### config.mk
export PLATFORM = sky130hd
export DESIGN_NAME = sbio_port
export DESIGN_NICKNAME = d
export VERILOG_FILES = /design/src/hw/sbio_ms_timer.v /design/src/hw/sbio_port.v
export VERILOG_INCLUDE_DIRS = /design/src /design/src/hw
export SDC_FILE = /design/constraint.sdc
export NUM_CORES = 2
export LEC_CHECK = 0
export BUFFER_PORTS_ARGS = -buffer_cell sky130_fd_sc_hd__buf_4
export CAP_MARGIN = 10
export CORE_MARGIN = 5
export CORE_UTILIZATION = 35
export DETAILED_ROUTE_END_ITERATION = 10
export PLACE_DENSITY = 0.57
export SLEW_MARGIN = 15
export SYNTH_ARGS = -nofsm -noshare
export SYNTH_HDL_FRONTEND = slang
export SYNTH_SLANG_ARGS = --single-unit
### constraint.sdc
create_clock -name aclk -period 6.26 [get_ports aclk]
set_input_delay 0.626 -clock aclk [delete_from_list [all_inputs] [get_ports aclk]]
set_output_delay 0.626 -clock aclk [all_outputs]
set_load 0.005 [all_outputs]
### src/hw/sbio_map.vh
// Purpose: constants for the scripted byte i/o port
// Assumes: 200 MHz aclk, 32-bit axi4-lite data, 8-bit byte address
// Notes:   definitions only
`ifndef SBIO_MAP_VH
`define SBIO_MAP_VH

////////////////////////////////////////////////////////////////////////////////
// register byte offsets
`define SBIO_OFF_CTRL     8'h00
`define SBIO_OFF_STATUS   8'h04
`define SBIO_OFF_LEN      8'h08
`define SBIO_OFF_PINS     8'h0C
`define SBIO_OFF_SCRIPT   8'h40
`define SBIO_OFF_RESULT   8'h80
`define SBIO_WIN_MASK     8'hC0

////////////////////////////////////////////////////////////////////////////////
// field positions
`define SBIO_CTRL_START   0
`define SBIO_ST_BUSY      0
`define SBIO_ST_DONE      1
`define SBIO_ST_ERR       2
`define SBIO_OPC_HI       31
`define SBIO_OPC_LO       28
`define SBIO_PORT_HI      27
`define SBIO_PORT_LO      24
`define SBIO_LINE_HI      18
`define SBIO_LINE_LO      16
`define SBIO_ARG_HI       15
`define SBIO_ARG_LO       0

////////////////////////////////////////////////////////////////////////////////
// command opcodes
`define SBIO_OP_DELAY_MS  4'h1
`define SBIO_OP_CFG_LINE  4'h2
`define SBIO_OP_CFG_PORT  4'h3
`define SBIO_OP_RD_LINE   4'h4
`define SBIO_OP_WR_PORT   4'h5

////////////////////////////////////////////////////////////////////////////////
// sizes, reset values, answers
`define SBIO_DEPTH        5'h10
`define SBIO_PORT_ZERO    4'h0
`define SBIO_BYTE_ZERO    8'h00
`define SBIO_WORD_ZERO    32'h0000_0000
`define SBIO_RESP_OKAY    2'h0
`define SBIO_RESP_SLVERR  2'h2

////////////////////////////////////////////////////////////////////////////////
// timing: one millisecond in ns and the clock period in ns
`define SBIO_MS_NS        1000000
`define SBIO_CLK_NS       5
`define SBIO_MS_CYCLES    (`SBIO_MS_NS / `SBIO_CLK_NS)

`endif

### src/hw/sbio_ms_timer.v
// Purpose: millisecond wait timer for the script sequencer
// Assumes: start is a one-cycle pulse, ignored while busy
// Notes:   busy rises the edge after start and lasts ms_count * cyc_per_ms cycles
`include "sbio_map.vh"

module sbio_ms_timer #(
  parameter [31:0] CYC_PER_MS = `SBIO_MS_CYCLES
) (
  // clock and reset
  input  wire        aclk,
  input  wire        aresetn,
  // request
  input  wire        start,
  input  wire [15:0] ms_count,
  // state
  output reg         busy_q
);

  reg [15:0] ms_left_q;
  reg [31:0] cyc_q;

  ////////////////////////////////////////////////////////////////////////////////
  // a zero count never raises busy, so the script moves straight on
  always @(posedge aclk)
  begin
    if (!aresetn)
    begin
      busy_q    <= 1'b0;
      ms_left_q <= 16'h0000;
      cyc_q     <= 32'h0000_0000;
    end
    else if (start && !busy_q)
    begin
      busy_q    <= (ms_count != 16'h0000);
      ms_left_q <= ms_count;
      cyc_q     <= 32'h0000_0000;
    end
    else if (busy_q)
    begin
      if (cyc_q == CYC_PER_MS - 32'h0000_0001)
      begin
        cyc_q     <= 32'h0000_0000;
        ms_left_q <= ms_left_q - 16'h0001;
        if (ms_left_q == 16'h0001)
          busy_q <= 1'b0;
      end
      else
        cyc_q <= cyc_q + 32'h0000_0001;
    end
  end

endmodule // sbio_ms_timer

### src/hw/sbio_port.v
// Purpose: byte-wide gpio port run by a stored command script, axi4-lite slave
// Assumes: gpio_in synchronous to aclk; single port, so only selector 0 is valid
// Notes:   one command per cycle except waits; results kept by command position
// How it works
// - a wait command stalls the next command for the given milliseconds
// - line direction command changes only the addressed line of the port
// - port direction command loads the eight-bit mask, 1 output, 0 input
// - line sample stores 0 for a low line and 1 for a high line
// - each sample is stored at its command position, readable afterwards
// - line direction commands carry port and line fields; line picks one line
// - sample commands carry port and line fields naming the sampled line
// - a port write changes only lines that are outputs
//
// The register addresses and the AXI4-Lite register port were chosen for this implementation.
`include "sbio_map.vh"

module sbio_port #(
  parameter [31:0] CYC_PER_MS = `SBIO_MS_CYCLES
) (
  // clock and reset
  input  wire        aclk,
  input  wire        aresetn,
  // axi4-lite write address
  input  wire        s_axi_awvalid,
  output wire        s_axi_awready,
  input  wire [7:0]  s_axi_awaddr,
  // axi4-lite write data
  input  wire        s_axi_wvalid,
  output wire        s_axi_wready,
  input  wire [31:0] s_axi_wdata,
  input  wire [3:0]  s_axi_wstrb,
  // axi4-lite write response
  output reg         s_axi_bvalid,
  input  wire        s_axi_bready,
  output reg  [1:0]  s_axi_bresp,
  // axi4-lite read address
  input  wire        s_axi_arvalid,
  output wire        s_axi_arready,
  input  wire [7:0]  s_axi_araddr,
  // axi4-lite read data
  output reg         s_axi_rvalid,
  input  wire        s_axi_rready,
  output reg  [31:0] s_axi_rdata,
  output reg  [1:0]  s_axi_rresp,
  // gpio lines
  input  wire [7:0]  gpio_in,
  output wire [7:0]  gpio_out,
  output wire [7:0]  gpio_oe
);

  localparam [1:0] ST_IDLE = 2'h0;
  localparam [1:0] ST_EXEC = 2'h1;
  localparam [1:0] ST_WAIT = 2'h2;

  // true when addr falls in the 16-word window starting at base
  function win_hit;
    input [7:0] addr;
    input [7:0] base;
    begin
      win_hit = ((addr & `SBIO_WIN_MASK) == base);
    end
  endfunction

  reg [31:0] script_q [0:15];
  reg [15:0] result_q;
  reg [4:0]  len_q;
  reg [4:0]  pc_q;
  reg [1:0]  state_q;
  reg        done_q;
  reg        err_q;
  reg [7:0]  dir_q;
  reg [7:0]  out_q;
  reg        aw_held_q;
  reg        w_held_q;
  reg [7:0]  awaddr_q;
  reg [31:0] wdata_q;
  reg [3:0]  wstrb_q;
  wire       busy;
  wire       tmr_busy;
  wire       wr_fire;
  wire       go;
  wire [31:0] cmd;
  wire [3:0] opc;
  wire [3:0] port_sel;
  wire [2:0] line_sel;
  wire [15:0] arg;
  wire       exec_now;
  wire       port_ok;
  wire [31:0] wmask;

  ////////////////////////////////////////////////////////////////////////////////
  // write channel: address and data are caught in either order, then applied
  assign s_axi_awready = !aw_held_q && !s_axi_bvalid;
  assign s_axi_wready  = !w_held_q && !s_axi_bvalid;
  assign wr_fire       = aw_held_q && w_held_q;
  assign go = wr_fire && (awaddr_q == `SBIO_OFF_CTRL) && wstrb_q[0]
              && wdata_q[`SBIO_CTRL_START] && !busy;
  assign wmask = {{8{wstrb_q[3]}}, {8{wstrb_q[2]}}, {8{wstrb_q[1]}}, {8{wstrb_q[0]}}};

  always @(posedge aclk)
  begin
    if (!aresetn)
    begin
      aw_held_q    <= 1'b0;
      w_held_q     <= 1'b0;
      awaddr_q     <= `SBIO_BYTE_ZERO;
      wdata_q      <= `SBIO_WORD_ZERO;
      wstrb_q      <= 4'h0;
      s_axi_bvalid <= 1'b0;
      s_axi_bresp  <= `SBIO_RESP_OKAY;
    end
    else
    begin
      if (s_axi_awvalid && s_axi_awready)
      begin
        aw_held_q <= 1'b1;
        awaddr_q  <= s_axi_awaddr;
      end
      if (s_axi_wvalid && s_axi_wready)
      begin
        w_held_q <= 1'b1;
        wdata_q  <= s_axi_wdata;
        wstrb_q  <= s_axi_wstrb;
      end
      if (wr_fire)
      begin
        aw_held_q    <= 1'b0;
        w_held_q     <= 1'b0;
        s_axi_bvalid <= 1'b1;
        // status, pins and results are read-only; a write there is refused
        if (awaddr_q == `SBIO_OFF_CTRL || awaddr_q == `SBIO_OFF_LEN
            || win_hit(awaddr_q, `SBIO_OFF_SCRIPT))
          s_axi_bresp <= `SBIO_RESP_OKAY;
        else
          s_axi_bresp <= `SBIO_RESP_SLVERR;
      end
      else if (s_axi_bvalid && s_axi_bready)
        s_axi_bvalid <= 1'b0;
    end
  end

  ////////////////////////////////////////////////////////////////////////////////
  // script store and length; frozen while a script runs so it cannot shift
  always @(posedge aclk)
  begin
    if (!aresetn)
      len_q <= 5'h00;
    else if (wr_fire && !busy && wstrb_q[0] && awaddr_q == `SBIO_OFF_LEN)
      len_q <= (wdata_q[4:0] > `SBIO_DEPTH) ? `SBIO_DEPTH : wdata_q[4:0];
  end

  genvar gi;
  generate
    for (gi = 0; gi < 16; gi = gi + 1)
    begin : g_script
      always @(posedge aclk)
      begin
        if (!aresetn)
          script_q[gi] <= `SBIO_WORD_ZERO;
        else if (wr_fire && !busy && win_hit(awaddr_q, `SBIO_OFF_SCRIPT)
                 && awaddr_q[5:2] == gi[3:0])
          script_q[gi] <= (script_q[gi] & ~wmask) | (wdata_q & wmask);
      end
    end
  endgenerate

  ////////////////////////////////////////////////////////////////////////////////
  // command decode of the entry at the program counter
  assign busy     = (state_q != ST_IDLE);
  assign cmd      = script_q[pc_q[3:0]];
  assign opc      = cmd[`SBIO_OPC_HI:`SBIO_OPC_LO];
  assign port_sel = cmd[`SBIO_PORT_HI:`SBIO_PORT_LO];
  assign line_sel = cmd[`SBIO_LINE_HI:`SBIO_LINE_LO];
  assign arg      = cmd[`SBIO_ARG_HI:`SBIO_ARG_LO];
  assign exec_now = (state_q == ST_EXEC) && (pc_q < len_q);
  // only port 0 exists; any other selector skips the command and flags it
  assign port_ok  = (port_sel == `SBIO_PORT_ZERO);

  ////////////////////////////////////////////////////////////////////////////////
  // sequencer: one entry per exec cycle, a wait parks in ST_WAIT
  always @(posedge aclk)
  begin
    if (!aresetn)
    begin
      state_q <= ST_IDLE;
      pc_q    <= 5'h00;
      done_q  <= 1'b0;
      err_q   <= 1'b0;
    end
    else
    begin
      case (state_q)
        ST_IDLE:
        begin
          if (go)
          begin
            state_q <= ST_EXEC;
            pc_q    <= 5'h00;
            done_q  <= 1'b0;
            err_q   <= 1'b0;
          end
        end
        ST_EXEC:
        begin
          if (!exec_now)
          begin
            state_q <= ST_IDLE;
            done_q  <= 1'b1;
          end
          else
          begin
            pc_q <= pc_q + 5'h01;
            if (!port_ok)
              err_q <= 1'b1;
            else if (opc == `SBIO_OP_DELAY_MS)
              state_q <= ST_WAIT;
          end
        end
        ST_WAIT:
        begin
          // timer busy is already high here unless the count was zero
          if (!tmr_busy)
            state_q <= ST_EXEC;
        end
        default:
          state_q <= ST_IDLE;
      endcase
    end
  end

  sbio_ms_timer #(
    .CYC_PER_MS (CYC_PER_MS)
  ) u_timer (
    .aclk     (aclk),
    .aresetn  (aresetn),
    .start    (exec_now && port_ok && opc == `SBIO_OP_DELAY_MS),
    .ms_count (arg),
    .busy_q   (tmr_busy)
  );

  ////////////////////////////////////////////////////////////////////////////////
  // per-line direction and output, per-entry sample storage
  generate
    for (gi = 0; gi < 8; gi = gi + 1)
    begin : g_line
      always @(posedge aclk)
      begin
        if (!aresetn)
        begin
          dir_q[gi] <= 1'b0;
          out_q[gi] <= 1'b0;
        end
        else if (exec_now && port_ok)
        begin
          if (opc == `SBIO_OP_CFG_LINE && line_sel == gi[2:0])
            dir_q[gi] <= arg[0];
          else if (opc == `SBIO_OP_CFG_PORT)
            dir_q[gi] <= arg[gi];
          // input lines keep their state whatever is written
          if (opc == `SBIO_OP_WR_PORT && dir_q[gi])
            out_q[gi] <= arg[gi];
        end
      end
    end
    for (gi = 0; gi < 16; gi = gi + 1)
    begin : g_result
      always @(posedge aclk)
      begin
        if (!aresetn)
          result_q[gi] <= 1'b0;
        else if (exec_now && port_ok && opc == `SBIO_OP_RD_LINE
                 && pc_q[3:0] == gi[3:0])
          result_q[gi] <= gpio_in[line_sel];
      end
    end
  endgenerate

  assign gpio_out = out_q;
  assign gpio_oe  = dir_q;

  ////////////////////////////////////////////////////////////////////////////////
  // read channel: one outstanding read, data registered at the address edge
  assign s_axi_arready = !s_axi_rvalid;

  always @(posedge aclk)
  begin
    if (!aresetn)
    begin
      s_axi_rvalid <= 1'b0;
      s_axi_rdata  <= `SBIO_WORD_ZERO;
      s_axi_rresp  <= `SBIO_RESP_OKAY;
    end
    else if (s_axi_arvalid && s_axi_arready)
    begin
      s_axi_rvalid <= 1'b1;
      s_axi_rresp  <= `SBIO_RESP_OKAY;
      s_axi_rdata  <= `SBIO_WORD_ZERO;
      if (s_axi_araddr == `SBIO_OFF_CTRL)
        s_axi_rdata <= `SBIO_WORD_ZERO;
      else if (s_axi_araddr == `SBIO_OFF_STATUS)
        s_axi_rdata <= {29'h0000_0000, err_q, done_q, busy};
      else if (s_axi_araddr == `SBIO_OFF_LEN)
        s_axi_rdata <= {27'h000_0000, len_q};
      else if (s_axi_araddr == `SBIO_OFF_PINS)
        s_axi_rdata <= {8'h00, gpio_in, out_q, dir_q};
      else if (win_hit(s_axi_araddr, `SBIO_OFF_SCRIPT))
        s_axi_rdata <= script_q[s_axi_araddr[5:2]];
      else if (win_hit(s_axi_araddr, `SBIO_OFF_RESULT))
        s_axi_rdata <= {31'h0000_0000, result_q[s_axi_araddr[5:2]]};
      else
        s_axi_rresp <= `SBIO_RESP_SLVERR;
    end
    else if (s_axi_rvalid && s_axi_rready)
      s_axi_rvalid <= 1'b0;
  end

endmodule // sbio_port

==> impl_metrics.ini <==
[synthesis]
synth.largest_area_cell = edfxtp_1
synth_edf_count = 512
synth-async-reset-ratio_pct = 0
synth-seq-cells = 693
netlist_top_cells_area = edfxtp_1 (41%), mux4_2 (15%), dfxtp_1 (9.7%)
syn_inst = 3199
synth_flop_cell = edfxtp_1
synth.yosys.seq_area_share_pct = 50.77
syn-cell-area_um2 = 37420
synth_top_area_share_pct = 41.09
syn-mean-instance-area_um2 = 11.70
yosysWarnings = 0
synth_cell_types = 78

[global_routing]
top_usage_layer = met2
grt_pass1_vias = 26150
grt-ovfl-total = 0
grtUsageMet3_pct = 4.236
grt_use_met1_pct = 30.01
grt.total_usage_pct = 21.84
grt_max_degree = 104
grt_pass1_wl_mm = 183.3
grt_use_met2_pct = 35.26
antenna_found_initial = 2

[timing]
fin_worst_skew_ns = 0.03966
fin_crit_sh_pct = 72.87
hold_viol_final = 0
min_period_ns = 4.561
rsz0062_at_grt = false
setup_tns_ns = 0
setup_violations = 0
slew_headroom_pct = 17.74
tightest_slew_ns = 1.223
slew_viol_final = 0
hold_ws_ns = 0.1672
clock.fmax_mhz = 219.2

[worst_setup_path]
crit_end = u_timer.cyc_q[28]
worstPathMaxFanout = 35
required_ns = 6.75
cpPeakStageDelay_ns = 1.01
start_kind = flop
setup.worst_path.class = flop to flop
path_cells = buf_4 > mux4_2 > mux2i_1 > mux2_2 > nand2_1 > nand4bb_2 > nand3_2 > nor2_1
worstRegToRegCells = 8
end_kind = flop
rrSetupSlack_ns = 1.70
r2r-end = u_timer.cyc_q[28]
cp_slowest_cell = nand4bb_2
crit_arrival_ns = 5.05

[cells_and_area]
ff_latch_area_um2 = 19020
multi_input_area_um2 = 17370
syn2layout_area_growth_pct = 12.76
nNetsFinal = 3276
fin_cells = 4666
fillers = 10234
finalInstanceArea_um2 = 42190
drive_gt1_share_pct = 19.14

[pwr]
power-per-cell-area_nw_per_um2 = 253.0
cellLeakagePower_nw = 14.12
vdd_ir_drop_max_mv = 0.1774

[placement]
place_congestion = 0.8055
placed_cell_area_um2 = 39660
portBuffers = 121
placed_cells = 4518
dp_hpwl_mm = 74.36

[drt]
wl_mm = 128.7
wl_per_cell_um = 27.58
vias = 27627
antenna_left = 0
dr.first_iter.drc_count = 3409
firstDrtPassIters = 6
drc = 0
vias_per_cell = 5.921

[cts]
cts_sinks = 693
path_clk_slew_ns = 0.06
ctsHoldBuffers = 0
postCtsSetupRepairBufs = 0
cts_buffer_depth = 3
tritoncts = yes
numCtsBuffers = 78
root_buffer = clkbuf_16
clkLatencyLatePin_ns = 0.66
cts_resized = 0
htreeDepth = 3

[floorplanning]
die_h_um = 337.0
fp.dieW_um = 337.0
die_area_um2 = 113600
io_pins = 124
core_um2 = 106600
start_util_pct = 35.10
num_rows = 120

[run]
drv_cap = 0

[status]
outcome = finished clean

[worst_hold_path]
hold_path.class = primary input to flop
area by class of cell:
type,instances,share of cell area (%)
Sequential cell,693,45.07
Multi-Input combinational cell,2202,41.18
Clock buffer,119,5.400
Tap cell,1403,4.160
Timing Repair Buffer,179,3.241
Clock inverter,27,0.5693
Inverter,41,0.3707
Antenna cell,2,0.01186
critical path: cells and delay by family (launching register included):
kind                   cells  cell delay (ns)
buffers and inverters      1             0.48
DFF                        1             0.74
muxes                      3             0.91
and+or+nand+nor            4             2.21
through the flow:
step / power [W] / util, % / worst slack [ns]
floorplan: 0.005815 / - / 2.392
global placement: 0.006181 / 37.20 / 1.313
detailed placement: 0.006187 / 37.20 / 1.241
CTS: 0.01075 / 39.57 / 1.195
global route: 0.01100 / 39.58 / 1.330
finish: 0.01068 / 39.58 / 1.699
cells in the final DEF, fill, tap and decap left out, types with 12 or more instances in the layout:
cell and instances:
a21oi_1 600, nand2b_1 533, edfxtp_1 512, mux4_2 253, nand2_1 219, buf_4 176
dfxtp_1 174, nor2_1 119, clkbuf_16 79, nand3_1 49, inv_1 39, a22oi_1 37
mux2i_1 35, xor2_1 31, o21ai_0 27, nor4_1 24, nor3_1 23, clkbuf_1 23
nand4_1 17, o21ai_4 16, mux4_1 15, nand2_2 14, ha_1 14, clkbuf_8 14
xnor2_1 13, and3_1 12
state kept, by name (all words and copies together), names as in the netlist, 2 cells and up, named ones only:
| register | count |
|---|---|
| wdata_q | 32 |
| script_q | 512 |
| gpio_oe | 8 |
| len_q | 5 |
| wstrb_q | 4 |
| result_q | 16 |
| u_timer.ms_left_q | 16 |
| state_q | 2 |
| gpio_out | 8 |
| pc_q | 5 |
| u_timer.cyc_q | 32 |
| s_axi_rdata | 32 |
| awaddr_q | 8 |
synth_stat cells (all sizes together) (4+ instances only):
cell type,n
or3,5
and3,12
o211ai,4
dfxtp,181
and2,7
xor2,31
a21oi,601
nor3,23
a211o,9
mux2i,35
nor2,121
nor2b,8
or4b,4
nand3b,6
a22oi,38
mux4,268
nor4,27
clkbuf,205
or4,5
o21ai,45
a221oi,6
nand2b,533
nand4,18
a211oi,14
xnor2,13
a32oi,6
nand2,233
edfxtp,512
inv,40
a41o,7
o221ai,9
a31oi,6
nand3,55
buf,59
ha,14
per-layer routing:
metal,vias to the layer above,share of wire (%)
li1,11965,-
met1,14039,40
met2,1398,47
met3,221,9.7
met4,4,2.9
met5,-,0.034
kinds of logic (layout without fill, tap and decap cells):
kind of cell / after synthesis / after routing / synth area share [%]
fa+ha+maj: 14 / 14 / 0.4681
mux: 304 / 304 / 17.25
compound gates: 764 / 764 / 11.35
buf+inv: 305 / 366 / 3.534
flops: 693 / 693 / 50.77
xor+xnor: 44 / 44 / 1.030
other cells: 1 / 4 / 0.01002
simple gates: 1074 / 1074 / 15.59
worst min-delay path by stage:
stage	startpoint	end	cells after the start
final	s_axi_rready	s_axi_rvalid	2
after global routing	s_axi_rready	s_axi_rvalid	2
after CTS	s_axi_rready	s_axi_rvalid	2
after detailed placement	wdata_q[21]	wdata_q[21]	2
after global placement	wdata_q[21]	wdata_q[21]	2
after floorplan	result_q[13]	result_q[13]	2
power breakdown:
part | total (W) | internal (W) | leakage, nW | switching (W)
Sequential | 0.00520 | 0.00506 | 6.75 | 0.000142
Combinational | 0.000897 | 0.000370 | 6.14 | 0.000527
Clock | 0.00457 | 0.00261 | 1.23 | 0.00196
Power figures use the tool's default switching activity.
